**config.mk**
```make
export PLATFORM = sky130hd
export DESIGN_NAME = mbs_rtu_slave
export DESIGN_NICKNAME = d
export VERILOG_FILES = /design/src/mbs_pkg.sv /design/src/mbs_rtu_slave.sv
export SDC_FILE = /design/constraint.sdc
export NUM_CORES = 1
export LEC_CHECK = 0
export ABC_AREA = 1
export BUFFER_PORTS_ARGS = -buffer_cell sky130_fd_sc_hd__buf_2
export CORE_AREA = 10 10 253 376
export DETAILED_ROUTE_END_ITERATION = 10
export DIE_AREA = 0 0 263 386
export MAX_ROUTING_LAYER = met4
export PLACE_DENSITY = 0.62
export SLEW_MARGIN = 20
export SYNTH_ARGS = -nofsm -noshare
export SYNTH_HDL_FRONTEND = slang
export SYNTH_SLANG_ARGS = --single-unit
```
**constraint.sdc**
```tcl
create_clock -name clk -period 5.05 [get_ports clk]
set_input_delay 1.2625 -clock clk [delete_from_list [all_inputs] [get_ports clk]]
set_output_delay 1.2625 -clock clk [all_outputs]
set_load 0.02 [all_outputs]
```
**src/mbs_pkg.sv**
```systemverilog
// Constants, types and helpers shared by the serial query-handler design
// Contract
// - Answer only frames carrying our own address
// - Frame: address, function, data, CRC low first
// - Character: start, eight data, parity option, stops
// - CRC register starts all ones, XOR low
// - Eight right shifts, XOR A001 on carry
// - Recompute received CRC; mismatch marks frame bad
// - Bad frames get no response at all
// - Support register read 03 and write 10
// - Support relay read 01 and write 05
// - Read reply: byte count, words in order, CRC
// - Write reply echoes start and count, new CRC
// - Registers are sixteen bits, high byte first
// - Exception: address, function with MSB, code, CRC
// - Unsupported function returns code 81
// - Out-of-range register location returns code 82
// - Out-of-range written value returns code 83
// - Energy quantities span two consecutive registers
// - Zero pair to 000C/000D clears energy
// - Voltage register 0048 holds volts times 100
// - Never transmit unless answering an addressed query
// - Config high byte is address; zero is broadcast
// - Config low nibble selects baud 1200..9600
package mbs_pkg;

    localparam longint CLK_HZ         = 20_000_000;
    localparam longint CHAR_BITS      = 11;
    // Idle gap in tenths of a character time
    localparam longint GAP_TENTHS     = 35;
    localparam longint GAP_1200       = (GAP_TENTHS * CHAR_BITS * CLK_HZ + 12_000 - 1) / 12_000;
    localparam longint GAP_2400       = (GAP_TENTHS * CHAR_BITS * CLK_HZ + 24_000 - 1) / 24_000;
    localparam longint GAP_4800       = (GAP_TENTHS * CHAR_BITS * CLK_HZ + 48_000 - 1) / 48_000;
    localparam longint GAP_9600       = (GAP_TENTHS * CHAR_BITS * CLK_HZ + 96_000 - 1) / 96_000;
    localparam int     GAP_W          = 20;

    localparam int     BUF_BYTES      = 32;
    localparam int     MEAS_WORDS     = 10;
    localparam int     FIFO_DEPTH     = 16;

    localparam logic [15:0] CRC_INIT  = 16'hffff;
    localparam logic [15:0] CRC_POLY  = 16'ha001;

    localparam logic [7:0] FC_READ_COIL  = 8'h01;
    localparam logic [7:0] FC_READ_REGS  = 8'h03;
    localparam logic [7:0] FC_WRITE_COIL = 8'h05;
    localparam logic [7:0] FC_WRITE_REGS = 8'h10;
    localparam logic [7:0] EXC_FLAG      = 8'h80;
    localparam logic [7:0] ERR_FUNC      = 8'h81;
    localparam logic [7:0] ERR_ADDR      = 8'h82;
    localparam logic [7:0] ERR_VALUE     = 8'h83;
    localparam logic [7:0] BCAST_ADDR    = 8'h00;

    localparam logic [15:0] REG_MODEL1   = 16'h0000;
    localparam logic [15:0] REG_MODEL2   = 16'h0001;
    localparam logic [15:0] REG_VRANGE   = 16'h0002;
    localparam logic [15:0] REG_IRANGE   = 16'h0003;
    localparam logic [15:0] REG_CONFIG   = 16'h0004;
    localparam logic [15:0] REG_CLR_LO   = 16'h000c;
    localparam logic [15:0] REG_MEAS     = 16'h0048;
    localparam logic [15:0] REG_MEAS_END = 16'h0052;
    localparam logic [15:0] COIL_ADDR    = 16'h0000;
    localparam logic [15:0] COIL_ON      = 16'hff00;
    localparam logic [15:0] COIL_OFF     = 16'h0000;

    localparam logic [15:0] CONFIG_RST   = 16'h0105;
    localparam logic [3:0]  BAUD_1200    = 4'h3;
    localparam logic [3:0]  BAUD_2400    = 4'h4;
    localparam logic [3:0]  BAUD_4800    = 4'h5;
    localparam logic [3:0]  BAUD_9600    = 4'h6;

    localparam int     LEN_FIXED     = 8;
    localparam int     LEN_WR_HEAD   = 9;
    localparam int     LEN_EXC       = 3;
    localparam int     LEN_ECHO      = 6;
    localparam int     LEN_COIL      = 4;

    typedef enum logic [1:0] {
        ST_RECV  = 2'b00,
        ST_EXEC  = 2'b01,
        ST_SEND  = 2'b10,
        ST_DRAIN = 2'b11
    } mbs_state_e;

    typedef enum logic [1:0] {
        RSP_EXC  = 2'b00,
        RSP_READ = 2'b01,
        RSP_ECHO = 2'b10,
        RSP_COIL = 2'b11
    } mbs_resp_e;

    // One byte through the reflected CRC16
    function automatic logic [15:0] mbs_crc_byte(input logic [15:0] crcIn,
                                                 input logic [7:0]  data);
        logic [15:0] c;
        c = crcIn ^ {8'h00, data};
        for (int i = 0; i < 8; i++) begin
            c = c[0] ? ((c >> 1) ^ CRC_POLY) : (c >> 1);
        end
        return c;
    endfunction

endpackage

```
**src/mbs_rtu_slave.sv**
```systemverilog
// Byte FIFO and the serial query handler that answers host frames
module mbs_fifo #(
    parameter int WIDTH = 8,
    parameter int DEPTH = 16
) (
    input  wire logic             clk,       // System clock
    input  wire logic             rst_n,     // Async reset, active low
    input  wire logic             inValid,   // Write request
    output logic                  inReady,   // Space available
    input  wire logic [WIDTH-1:0] inData,    // Write data
    output logic                  outValid,  // Data available
    input  wire logic             outReady,  // Read request
    output logic      [WIDTH-1:0] outData    // Head of queue
);
    localparam int AW = $clog2(DEPTH);

    typedef struct packed {
        logic [DEPTH-1:0][WIDTH-1:0] mem;
        logic [AW-1:0]               wrPtr;
        logic [AW-1:0]               rdPtr;
        logic [AW:0]                 count;
    } mbs_fifo_s;

    mbs_fifo_s q;
    mbs_fifo_s next_q;
    logic      push;
    logic      pop;

    always_comb begin
        inReady  = (q.count != (AW+1)'(DEPTH));
        outValid = (q.count != '0);
        outData  = q.mem[q.rdPtr];
        push     = inValid && inReady;
        pop      = outValid && outReady;
        next_q   = q;
        if (push) begin
            next_q.mem[q.wrPtr] = inData;
            next_q.wrPtr        = (q.wrPtr == AW'(DEPTH - 1)) ? '0 : q.wrPtr + 1'b1;
        end
        if (pop) begin
            next_q.rdPtr = (q.rdPtr == AW'(DEPTH - 1)) ? '0 : q.rdPtr + 1'b1;
        end
        if (push && !pop) begin
            next_q.count = q.count + 1'b1;
        end else if (pop && !push) begin
            next_q.count = q.count - 1'b1;
        end
    end

    always_ff @(posedge clk or negedge rst_n) begin
        if (!rst_n) begin
            q <= '0;
        end else begin
            q <= next_q;
        end
    end
endmodule

module mbs_rtu_slave
    import mbs_pkg::*;
#(
    parameter int unsigned GAP_CYC_1200 = 32'(GAP_1200),
    parameter int unsigned GAP_CYC_2400 = 32'(GAP_2400),
    parameter int unsigned GAP_CYC_4800 = 32'(GAP_4800),
    parameter int unsigned GAP_CYC_9600 = 32'(GAP_9600),
    parameter logic [15:0] MODEL1_VAL   = 16'h0a01,  // Arbitrary identification value
    parameter logic [15:0] MODEL2_VAL   = 16'h0a02,  // Arbitrary identification value
    parameter logic [15:0] VRANGE_VAL   = 16'h00fa,
    parameter logic [15:0] IRANGE_VAL   = 16'h0032
) (
    input  wire logic                              clk,         // 20 MHz system clock
    input  wire logic                              rst_n,       // Async reset, active low
    input  wire logic [7:0]                        rxData,      // Received character
    input  wire logic                              rxValid,     // Character strobe
    input  wire logic                              rxError,     // Parity or framing fault
    input  wire logic [mbs_pkg::MEAS_WORDS*16-1:0] measWords,   // Measurement registers
    output logic      [7:0]                        txData,      // Character to send
    output logic                                   txValid,     // Character ready
    input  wire logic                              txReady,     // Transmitter takes char
    output logic                                   txBusy,      // Reply in progress
    output logic      [7:0]                        devAddr,     // Own bus address
    output logic      [1:0]                        cfgFormat,   // Parity and stop select
    output logic      [3:0]                        cfgBaud,     // Baud rate code
    output logic                                   relayOn,     // Relay output state
    output logic                                   energyClear  // One-cycle energy reset
);
    import mbs_pkg::*;

    typedef struct packed {
        mbs_state_e                  state;
        mbs_resp_e                   kind;
        logic [BUF_BYTES-1:0][7:0]   rxBuf;
        logic [5:0]                  rxCnt;
        logic                        rxBad;
        logic [GAP_W-1:0]            gapCnt;
        logic [15:0]                 crc;
        logic [15:0]                 crc1;
        logic [15:0]                 crc2;
        logic [7:0]                  lastByte;
        logic [7:0]                  prevByte;
        logic [7:0]                  excCode;
        logic [5:0]                  respLen;
        logic [5:0]                  txIdx;
        logic [15:0]                 txCrc;
        logic [7:0]                  devAddr;
        logic [1:0]                  cfgFormat;
        logic [3:0]                  cfgBaud;
        logic                        relayOn;
        logic                        energyClear;
        logic [7:0]                  txData;
        logic                        txValid;
        logic                        txBusy;
    } mbs_slave_s;

    mbs_slave_s r;
    mbs_slave_s next_r;

    logic             fifoInValid;
    logic             fifoInReady;
    logic [7:0]       fifoInData;
    logic             fifoOutValid;
    logic             fifoOutReady;
    logic [7:0]       fifoOutData;

    logic [7:0]       fc;
    logic [15:0]      start;
    logic [15:0]      cnt;
    logic [16:0]      endAddr;
    logic [15:0]      wrVal0;
    logic [15:0]      wrVal1;
    logic [GAP_W-1:0] gapLimit;
    logic [15:0]      rdAddr;
    logic [15:0]      rdWord;
    logic [5:0]       dataIdx;
    logic [7:0]       respByte;

    // Register read map; energy pairs are two adjacent measurement words
    function automatic logic [15:0] reg_word(input logic [15:0] a,
                                             input logic [MEAS_WORDS*16-1:0] m,
                                             input logic [7:0] addr,
                                             input logic [5:0] cfgLo);
        logic [15:0] off;
        off = a - REG_MEAS;
        unique case (a)
            REG_MODEL1: return MODEL1_VAL;
            REG_MODEL2: return MODEL2_VAL;
            REG_VRANGE: return VRANGE_VAL;
            REG_IRANGE: return IRANGE_VAL;
            REG_CONFIG: return {addr, cfgLo[5:4], 2'b00, cfgLo[3:0]};
            default:    return m[off[3:0]*16 +: 16];
        endcase
    endfunction

    always_comb begin
        fc      = r.rxBuf[1];
        start   = {r.rxBuf[2], r.rxBuf[3]};
        cnt     = {r.rxBuf[4], r.rxBuf[5]};
        endAddr = {1'b0, start} + {1'b0, cnt};
        wrVal0  = {r.rxBuf[7], r.rxBuf[8]};
        wrVal1  = {r.rxBuf[9], r.rxBuf[10]};
        unique case (r.cfgBaud)
            BAUD_1200: gapLimit = GAP_W'(GAP_CYC_1200);
            BAUD_2400: gapLimit = GAP_W'(GAP_CYC_2400);
            BAUD_9600: gapLimit = GAP_W'(GAP_CYC_9600);
            default:   gapLimit = GAP_W'(GAP_CYC_4800);
        endcase
        dataIdx = r.txIdx - 6'd3;
        rdAddr  = start + {11'd0, dataIdx[5:1]};
        rdWord  = reg_word(rdAddr, measWords, r.devAddr, {r.cfgFormat, r.cfgBaud});
        respByte = r.rxBuf[r.txIdx[4:0]];
        unique case (r.kind)
            RSP_EXC: begin
                if (r.txIdx == 6'd1) begin
                    respByte = fc | EXC_FLAG;
                end else if (r.txIdx == 6'd2) begin
                    respByte = r.excCode;
                end
            end
            RSP_READ: begin
                if (r.txIdx == 6'd2) begin
                    respByte = {1'b0, cnt[5:0], 1'b0};
                end else if (r.txIdx > 6'd2) begin
                    respByte = dataIdx[0] ? rdWord[7:0] : rdWord[15:8];
                end
            end
            RSP_COIL: begin
                if (r.txIdx == 6'd2) begin
                    respByte = 8'h01;
                end else if (r.txIdx == 6'd3) begin
                    respByte = {7'd0, r.relayOn};
                end
            end
            RSP_ECHO: begin
                respByte = r.rxBuf[r.txIdx[4:0]];
            end
        endcase
        fifoInValid = (r.state == ST_SEND);
        // CRC goes out low byte first
        if (r.txIdx < r.respLen) begin
            fifoInData = respByte;
        end else if (r.txIdx == r.respLen) begin
            fifoInData = r.txCrc[7:0];
        end else begin
            fifoInData = r.txCrc[15:8];
        end
        fifoOutReady = !r.txValid || txReady;
    end

    always_comb begin
        next_r             = r;
        next_r.energyClear = 1'b0;
        if (fifoOutReady) begin
            next_r.txValid = fifoOutValid;
            if (fifoOutValid) begin
                next_r.txData = fifoOutData;
            end
        end
        unique case (r.state)
            ST_RECV: begin
                if (rxValid) begin
                    if (r.rxCnt < 6'(BUF_BYTES)) begin
                        next_r.rxBuf[r.rxCnt[4:0]] = rxData;
                        next_r.rxCnt = r.rxCnt + 1'b1;
                    end else begin
                        next_r.rxBad = 1'b1;
                    end
                    if (rxError) begin
                        next_r.rxBad = 1'b1;
                    end
                    next_r.crc2     = r.crc1;
                    next_r.crc1     = r.crc;
                    next_r.crc      = mbs_crc_byte(r.crc, rxData);
                    next_r.prevByte = r.lastByte;
                    next_r.lastByte = rxData;
                    next_r.gapCnt   = '0;
                end else if (r.rxCnt != '0) begin
                    next_r.gapCnt = r.gapCnt + 1'b1;
                    if (r.gapCnt >= gapLimit) begin
                        next_r.state = ST_EXEC;
                    end
                end
            end
            ST_EXEC: begin
                next_r.state   = ST_RECV;
                next_r.txIdx   = '0;
                next_r.txCrc   = CRC_INIT;
                next_r.kind    = RSP_EXC;
                next_r.respLen = 6'(LEN_EXC);
                // Bad CRC, short frame or foreign address: stay silent
                if (r.rxCnt >= 6'd4 && !r.rxBad && (r.crc2 == {r.lastByte, r.prevByte})
                    && (r.rxBuf[0] == r.devAddr || r.rxBuf[0] == BCAST_ADDR)) begin
                    next_r.state = ST_SEND;
                    unique case (fc)
                        FC_READ_REGS: begin
                            if (r.rxCnt != 6'(LEN_FIXED)) begin
                                next_r.state = ST_RECV;
                            end else if (cnt != '0 && ((endAddr <= 17'({1'b0, REG_CONFIG} + 1'b1))
                                     || (start >= REG_MEAS && endAddr <= {1'b0, REG_MEAS_END}))) begin
                                next_r.kind    = RSP_READ;
                                next_r.respLen = 6'(LEN_EXC) + {cnt[4:0], 1'b0};
                            end else begin
                                next_r.excCode = ERR_ADDR;
                            end
                        end
                        FC_WRITE_REGS: begin
                            if (r.rxCnt != 6'(LEN_WR_HEAD) + r.rxBuf[6][5:0]) begin
                                next_r.state = ST_RECV;
                            end else if (start == REG_CONFIG && cnt == 16'd1) begin
                                if (r.rxBuf[6] == 8'd2 && wrVal0[15:8] != BCAST_ADDR
                                    && wrVal0[5:4] == 2'b00 && wrVal0[3:0] >= BAUD_1200
                                    && wrVal0[3:0] <= BAUD_9600) begin
                                    next_r.kind      = RSP_ECHO;
                                    next_r.respLen   = 6'(LEN_ECHO);
                                    next_r.devAddr   = wrVal0[15:8];
                                    next_r.cfgFormat = wrVal0[7:6];
                                    next_r.cfgBaud   = wrVal0[3:0];
                                end else begin
                                    next_r.excCode = ERR_VALUE;
                                end
                            end else if (start == REG_CLR_LO && cnt == 16'd2) begin
                                if (r.rxBuf[6] == 8'd4 && wrVal0 == '0 && wrVal1 == '0) begin
                                    next_r.kind        = RSP_ECHO;
                                    next_r.respLen     = 6'(LEN_ECHO);
                                    next_r.energyClear = 1'b1;
                                end else begin
                                    next_r.excCode = ERR_VALUE;
                                end
                            end else begin
                                next_r.excCode = ERR_ADDR;
                            end
                        end
                        FC_READ_COIL: begin
                            if (r.rxCnt != 6'(LEN_FIXED)) begin
                                next_r.state = ST_RECV;
                            end else if (start == COIL_ADDR && cnt == 16'd1) begin
                                next_r.kind    = RSP_COIL;
                                next_r.respLen = 6'(LEN_COIL);
                            end else begin
                                next_r.excCode = ERR_ADDR;
                            end
                        end
                        FC_WRITE_COIL: begin
                            if (r.rxCnt != 6'(LEN_FIXED)) begin
                                next_r.state = ST_RECV;
                            end else if (start != COIL_ADDR) begin
                                next_r.excCode = ERR_ADDR;
                            end else if (cnt == COIL_ON || cnt == COIL_OFF) begin
                                next_r.kind    = RSP_ECHO;
                                next_r.respLen = 6'(LEN_ECHO);
                                next_r.relayOn = (cnt == COIL_ON);
                            end else begin
                                next_r.excCode = ERR_VALUE;
                            end
                        end
                        default: begin
                            next_r.excCode = ERR_FUNC;
                        end
                    endcase
                    // Broadcast frames act but never answer
                    if (r.rxBuf[0] == BCAST_ADDR) begin
                        next_r.state = ST_RECV;
                    end
                end
                if (next_r.state == ST_SEND) begin
                    next_r.txBusy = 1'b1;
                end else begin
                    next_r.rxCnt = '0;
                    next_r.rxBad = 1'b0;
                    next_r.crc   = CRC_INIT;
                end
                next_r.gapCnt = '0;
            end
            ST_SEND: begin
                if (fifoInReady) begin
                    if (r.txIdx < r.respLen) begin
                        next_r.txCrc = mbs_crc_byte(r.txCrc, respByte);
                    end
                    next_r.txIdx = r.txIdx + 1'b1;
                    if (r.txIdx == r.respLen + 1'b1) begin
                        next_r.state = ST_DRAIN;
                    end
                end
            end
            ST_DRAIN: begin
                // Release the line once the last character has left
                if (!fifoOutValid && !r.txValid) begin
                    next_r.state  = ST_RECV;
                    next_r.txBusy = 1'b0;
                    next_r.rxCnt  = '0;
                    next_r.rxBad  = 1'b0;
                    next_r.crc    = CRC_INIT;
                end
            end
        endcase
    end

    always_ff @(posedge clk or negedge rst_n) begin
        if (!rst_n) begin
            r           <= '0;
            r.state     <= ST_RECV;
            r.crc       <= CRC_INIT;
            r.txCrc     <= CRC_INIT;
            r.devAddr   <= CONFIG_RST[15:8];
            r.cfgFormat <= CONFIG_RST[7:6];
            r.cfgBaud   <= CONFIG_RST[3:0];
        end else begin
            r <= next_r;
        end
    end

    mbs_fifo #(
        .WIDTH (8),
        .DEPTH (FIFO_DEPTH)
    ) u_txFifo (
        .clk      (clk),
        .rst_n    (rst_n),
        .inValid  (fifoInValid),
        .inReady  (fifoInReady),
        .inData   (fifoInData),
        .outValid (fifoOutValid),
        .outReady (fifoOutReady),
        .outData  (fifoOutData)
    );

    assign txData      = r.txData;
    assign txValid     = r.txValid;
    assign txBusy      = r.txBusy;
    assign devAddr     = r.devAddr;
    assign cfgFormat   = r.cfgFormat;
    assign cfgBaud     = r.cfgBaud;
    assign relayOn     = r.relayOn;
    assign energyClear = r.energyClear;
endmodule

```
# == Yosys cells after proc, flatten, opt, wreduce, memory -nomap -nowiden ==
# Cells that the tools add are included.
# classes
n_mux,116
n_reduce_logical,63
addsub,14
n_mul,0
n_lt_le_gt_ge,16
n_shift,1
n_bitwise,21
n_eq_ne,59
n_div,0
# op_table
operator,count
16-bit 2-to-1 mux,19
256-bit bitwise mux,1
8-bit 2-to-1 mux,20
160-bit by 9-bit indexed part select with 16-bit output,1
128-bit bitwise mux,1
16-bit zero test,5
16-bit case mux with 5 select lines,1
14-bit 2-to-1 mux,5
64-bit 2-to-1 mux,1
8-bit case mux with 4 select lines,2
20-bit case mux with 3 select lines,1
16-bit by 2-bit == test with 1-bit output (second input constant),3
2-bit inverter with 3-bit output,16
16-bit case mux with 3 select lines,1
22-bit case mux with 2 select lines,1
8-bit binary-select mux with 5-bit select,1
8-bit demux with 5-bit select,1
20-bit 2-to-1 mux,2
20-bit case mux with 2 select lines,1
2-bit 2-to-1 mux,19
2-bit != test (second input constant),17
8-bit binary-select mux with 4-bit select,1
8-bit demux with 4-bit select,1
16-bit by 1-bit == test with 1-bit output (second input constant),2
78 further kinds,167
# totals
out_inout_bits,26
mem_count,0
input_bits,173
register_bits,554
latchBits,0
ramBits,0
romBits,0
word_cells,363

# == Depth between registers and ports, before layout ==
# logic_depth
depth_word,29
depth_mapped,43
ltp_nobuf,38

# == Hierarchy ==
# A second synthesis with hierarchy kept.
# unflattened
hier_cells,4189
hier_area_um2,31811.8
# by_module_without_submodules
mod,area_each_um2,n_inst,cells_per_inst,seq_area_each_um2
mbs_rtu_slave,24467.2,1,3216,10253.6
mbs_fifo,7344.5,1,973,3528.4

# == Worst setup path after synthesis ==
# OpenSTA, ideal clock, no wires.
# synth_timing
path_kind,reg2reg
start,reg r[42] (netlist name)
end,reg r[26] (netlist name)
path_stages_with_launch,39
synth_period_minus_slack_ps,4680
arrival_time_ps,4607
path_slack_ps,370
cell_sequence,dfrtp_1 buf_2 inv_1 buf_2 buf_4 buf_2 buf_2 ha_1 inv_1 ha_1 fa_1 inv_1 nor2_1 inv_1 buf_2 clkbuf_1 o22ai_1 o21ai_0 (+3 left out) nand2_1 nand2_1 nand2_1 nand2_1 nand3_1 nand2_1 nand2_1 nand3_1 nand2_1 nand3_1 nand2_1 nand2_2 nand2_2 nand2_1 nand3_1 nand3_1 nand2_1 inv_1
# synth_via
elab_chain_len,22
# synth_rtl
item,line,source
from (decl),mbs_rtu_slave.sv:115,mbs_slave_s r;
from (signal assigned),mbs_rtu_slave.sv:367,r <= next_r;
6-bit by 2-bit subtractor with 6-bit output,mbs_rtu_slave.sv:167,dataIdx = r.txIdx - 6'd3;
16-bit by 5-bit adder with 16-bit output,mbs_rtu_slave.sv:168,"rdAddr = start + {11'd0, dataIdx[5:1]};"
4-bit subtractor,mbs_rtu_slave.sv:143,off = a - REG_MEAS;
160-bit by 9-bit indexed part select with 16-bit output,mbs_rtu_slave.sv:150,default: return m[off[3:0]*16 +: 16];
16-bit case mux with 5 select lines,mbs_rtu_slave.sv:144,unique case (a)
8-bit 2-to-1 mux,mbs_rtu_slave.sv:183,respByte = dataIdx[0] ? rdWord[7:0] : rdWord[15:8];
8-bit 2-to-1 mux,mbs_rtu_slave.sv:182,end else if (r.txIdx > 6'd2) begin
8-bit 2-to-1 mux,mbs_rtu_slave.sv:180,if (r.txIdx == 6'd2) begin
8-bit case mux with 4 select lines,mbs_rtu_slave.sv:171,unique case (r.kind)
16-bit by 8-bit bitwise XOR with 16-bit output,mbs_pkg.sv:96,"c = crcIn ^ {8'h00, data};"
16-bit 2-to-1 mux or 2-bit inverter with 3-bit output (tied branches) (6 in a row),--,
2-bit inverter with 3-bit output (no source line) or 16-bit 2-to-1 mux (tied branches),--,
16-bit 2-to-1 mux (2 in a row),mbs_pkg.sv:98,c = c[0] ? ((c >> 1) ^ CRC_POLY) : (c >> 1);
16-bit 2-to-1 mux,mbs_rtu_slave.sv:335,if (r.txIdx < r.respLen) begin
22-bit 2-to-1 mux,mbs_rtu_slave.sv:334,if (fifoInReady) begin
22-bit case mux with 2 select lines,mbs_rtu_slave.sv:218,unique case (r.state)
# Several ways; a longest one is shown, not always the timed one. The select of a mux whose other input is x is not followed.
# A chain may end at the register's enable or synchronous reset.

# == Worst setup path after layout ==
# Same ends and word-level chain as after synthesis.

==> impl_metrics.toml <==
[synthesis]
syn-cell-area_sq_um = 30600
yosys-top-cells-area = "dfrtp_1 42%, nand2_1 12%, o21ai_0 11%"
ys_ff_latch = 549
synth_edf_count = 0
synth_top_area_cell = "dfrtp_1"
ys_seq_area_share_pct = 45.0
dominantRegCellSynth = "dfrtp_1"
yosysTopAreaCellShare_pct = 42.0
ys_types = 64
yosys_warnings = 0
postSynthCellCount = 4017
synthArstFlopShare_pct = 100
mappedNetlistNets = 4264
avgSynthCellArea_sq_um = 7.63

[floorplanning]
io-pin-count = 199
die_h_microns = 386
initial_core_util_pct = 34.6
dieArea_sq_um = 102000
row_count = 134
fp.dieW_microns = 263
core-area_sq_um = 88500

[grt]
antenna_found_initial = 3
grt_pass1_wl_mm = 163
grt_max_degree = 136
grt-ovfl-total = 0
grt_pass1_vias = 27800
groute.usage.overall_pct = 20.8

[cells_and_area]
multi_input_area_sq_um = 14500
drive_gt1_share_pct = 11.9
area_growth_pct = 13.4
layout_commonest_cell = "nand2_1"
regArea_sq_um = 13800
fin_cells = 5336
final_nets = 4376
layout_common_cells = "950 x nand2_1, 660 x o21ai_0, 511 x dfrtp_1"
fillers = 9138

[critical_path]
critPathBufInv = 7
crit_arrival_ns = 5.16
path_common_cell = "nand2_1"
critPathMaxStageDelay_ns = 0.52
start_kind = "flip-flop"
path_max_fanout = 12
path_class = "flip-flop to flip-flop"
slowest_stage = "dfrtp_4"
cp.required_ns = 5.64
cp_top_family = "simple AND/OR/NAND/NOR gates"
rrSetupSlack_ns = 0.47
worst_setup_path_end_kind = "flip-flop"

[pwr]
vdd_drop_max_mv = 0.263
power.total_mw = 9.85
p_per_area_nw_per_um2 = 283
power.leakage_nw = 16.3

[drt]
dr.pass1.iters = 6
drc = 0
drt_first_iter_violations = 2744
viasPerCell = 5.31
wl_per_cell_microns = 19.7
routed_wl_mm = 105
route.vias.total = 28300
ant_nets = 0

[sta]
rsz0062_at_grt = "false"
fin_crit_sh_pct = 90.7
setup_viol = 0
maxSlewViolCount = 0
clock_skew_ns = 0.0470
tns_ns = 0
worstMarginPinSlew_ns = 1.08
slew_headroom_pct = 27.7
hold_viol_final = 0
fin_crit_ns = 4.58
clock.fmax_ghz = 0.218
timing.final.ws_setup_ns = 0.472

[clocking]
h-tree-depth = 2
clock-root-buffer = "clkbuf_16"
clock_path_buffers = 3
clkSinkCount = 549
clk_latency_ns = 0.66
cts_buffers = 57
clk_pin_slew_worst_paths_ns = 0.07
cts_tree = "built"

[place]
pre_cts_ws_ns = 0.387
dp_hpwl_mm = 75.8
numPortBuffers = 198
gp_congestion = 0.987
dp.cells = 5220

[run]
maxCapViolCount = 0

[min_path]
hp-class = "flip-flop to flip-flop"

[run_status]
outcome = "finished, final reports clean"
==> final cells by class <==
| type | instances | area share (%) |
|---|---|---|
| diodes | 2 | 0.0144 |
| clock buffers | 84 | 4.91 |
| clock inverters | 24 | 0.702 |
| inverters | 384 | 4.15 |
| multi-input cells | 2867 | 41.7 |
| flip-flops and latches | 549 | 39.7 |
| well taps | 1156 | 4.16 |
| repair buffers | 270 | 4.69 |
==> flip-flops by register name, indices dropped and copies added, names as in the netlist <==
name and count:
cfgBaud 4, cfgFormat 2, cnt 16, devAddr 8
energyClear 1, fc 8, r 358, relayOn 1
txBusy 1, txData 8, txValid 1, u_txFifo.q 141
==> per-layer routing <==
| layer | track usage [%] | wire (microns) |
|---|---|---|
| met1 | 23.7 | 42700 |
| met3 | 2.74 | 5330 |
| met2 | 35.8 | 52000 |
| met5 | - | 0 |
| met4 | 9.83 | 5190 |
==> report_power, final <==
group / internal (mW) / switching [mW] / leakage [nW]
Combinational: 0.314 / 0.490 / 8.84
Sequential: 4.59 / 0.0883 / 6.48
Clock: 2.46 / 1.90 / 0.960
==> timing repair <==
action	4_1_cts	5_1_grt
endpoints found under the setup margin	0	2
resized for setup	0	2
setup buffers	0	6
hold buffers	0	0
==> worst reg2reg max path: cells and delay by family (launching register included) <==
kind / cells / cell delay (ns)
compound gates: 5 / 0.77
flops: 1 / 0.52
buf+inv: 7 / 0.75
simple gates: 16 / 1.53
fa+ha+maj: 3 / 0.96
==> stage by stage <==
| step | utilization [%] | cell area [sq um] | hold slack, ns |
|---|---|---|---|
| final | 39.3 | 34800 | 0.463 |
| after global routing | 39.3 | 34800 | 0.493 |
| after CTS | 39.2 | 34700 | 0.468 |
| after detailed placement | 37.0 | 32700 | 0.450 |
| after global placement | 37.0 | 32700 | 0.450 |
| after floorplan | - | 30600 | 0.423 |
==> cell usage after synthesis, types with 35 or more instances <==
master	instances
a21oi_1	183
clkbuf_1	155
dfrtp_1	514
dfstp_2	35
ha_1	71
inv_1	367
nand2_1	950
nand3_1	208
nor2_1	299
nor3_1	37
o211ai_1	51
o21ai_0	660
o22ai_1	82
xor2_1	36
==> worst paths after layout <==
path,endpoint,cells after the start,start
max in group asynchronous,r[361],2,rst_n
max,r[26],31,r[42]
min reg2reg,r[61],2,r[61]
min,r[61],2,r[61]
min in group asynchronous,r[108],1,rst_n
max reg2reg,r[26],31,r[42]
==> logic make-up (layout without fill, tap and decap cells) <==
logic type	after synthesis	after routing	share of synthesized area [%]
xor gates and xnor gates	68	68	1.94
AOI/OAI and AO/OA	1085	1085	19.5
and+or+nand+nor	1628	1628	22.3
buffers and inverters	601	762	7.83
adders and majority gates	74	74	3.10
muxes	12	12	0.425
DFF	549	549	45.0
other	0	2	0
(Power assumes the default switching activity.)
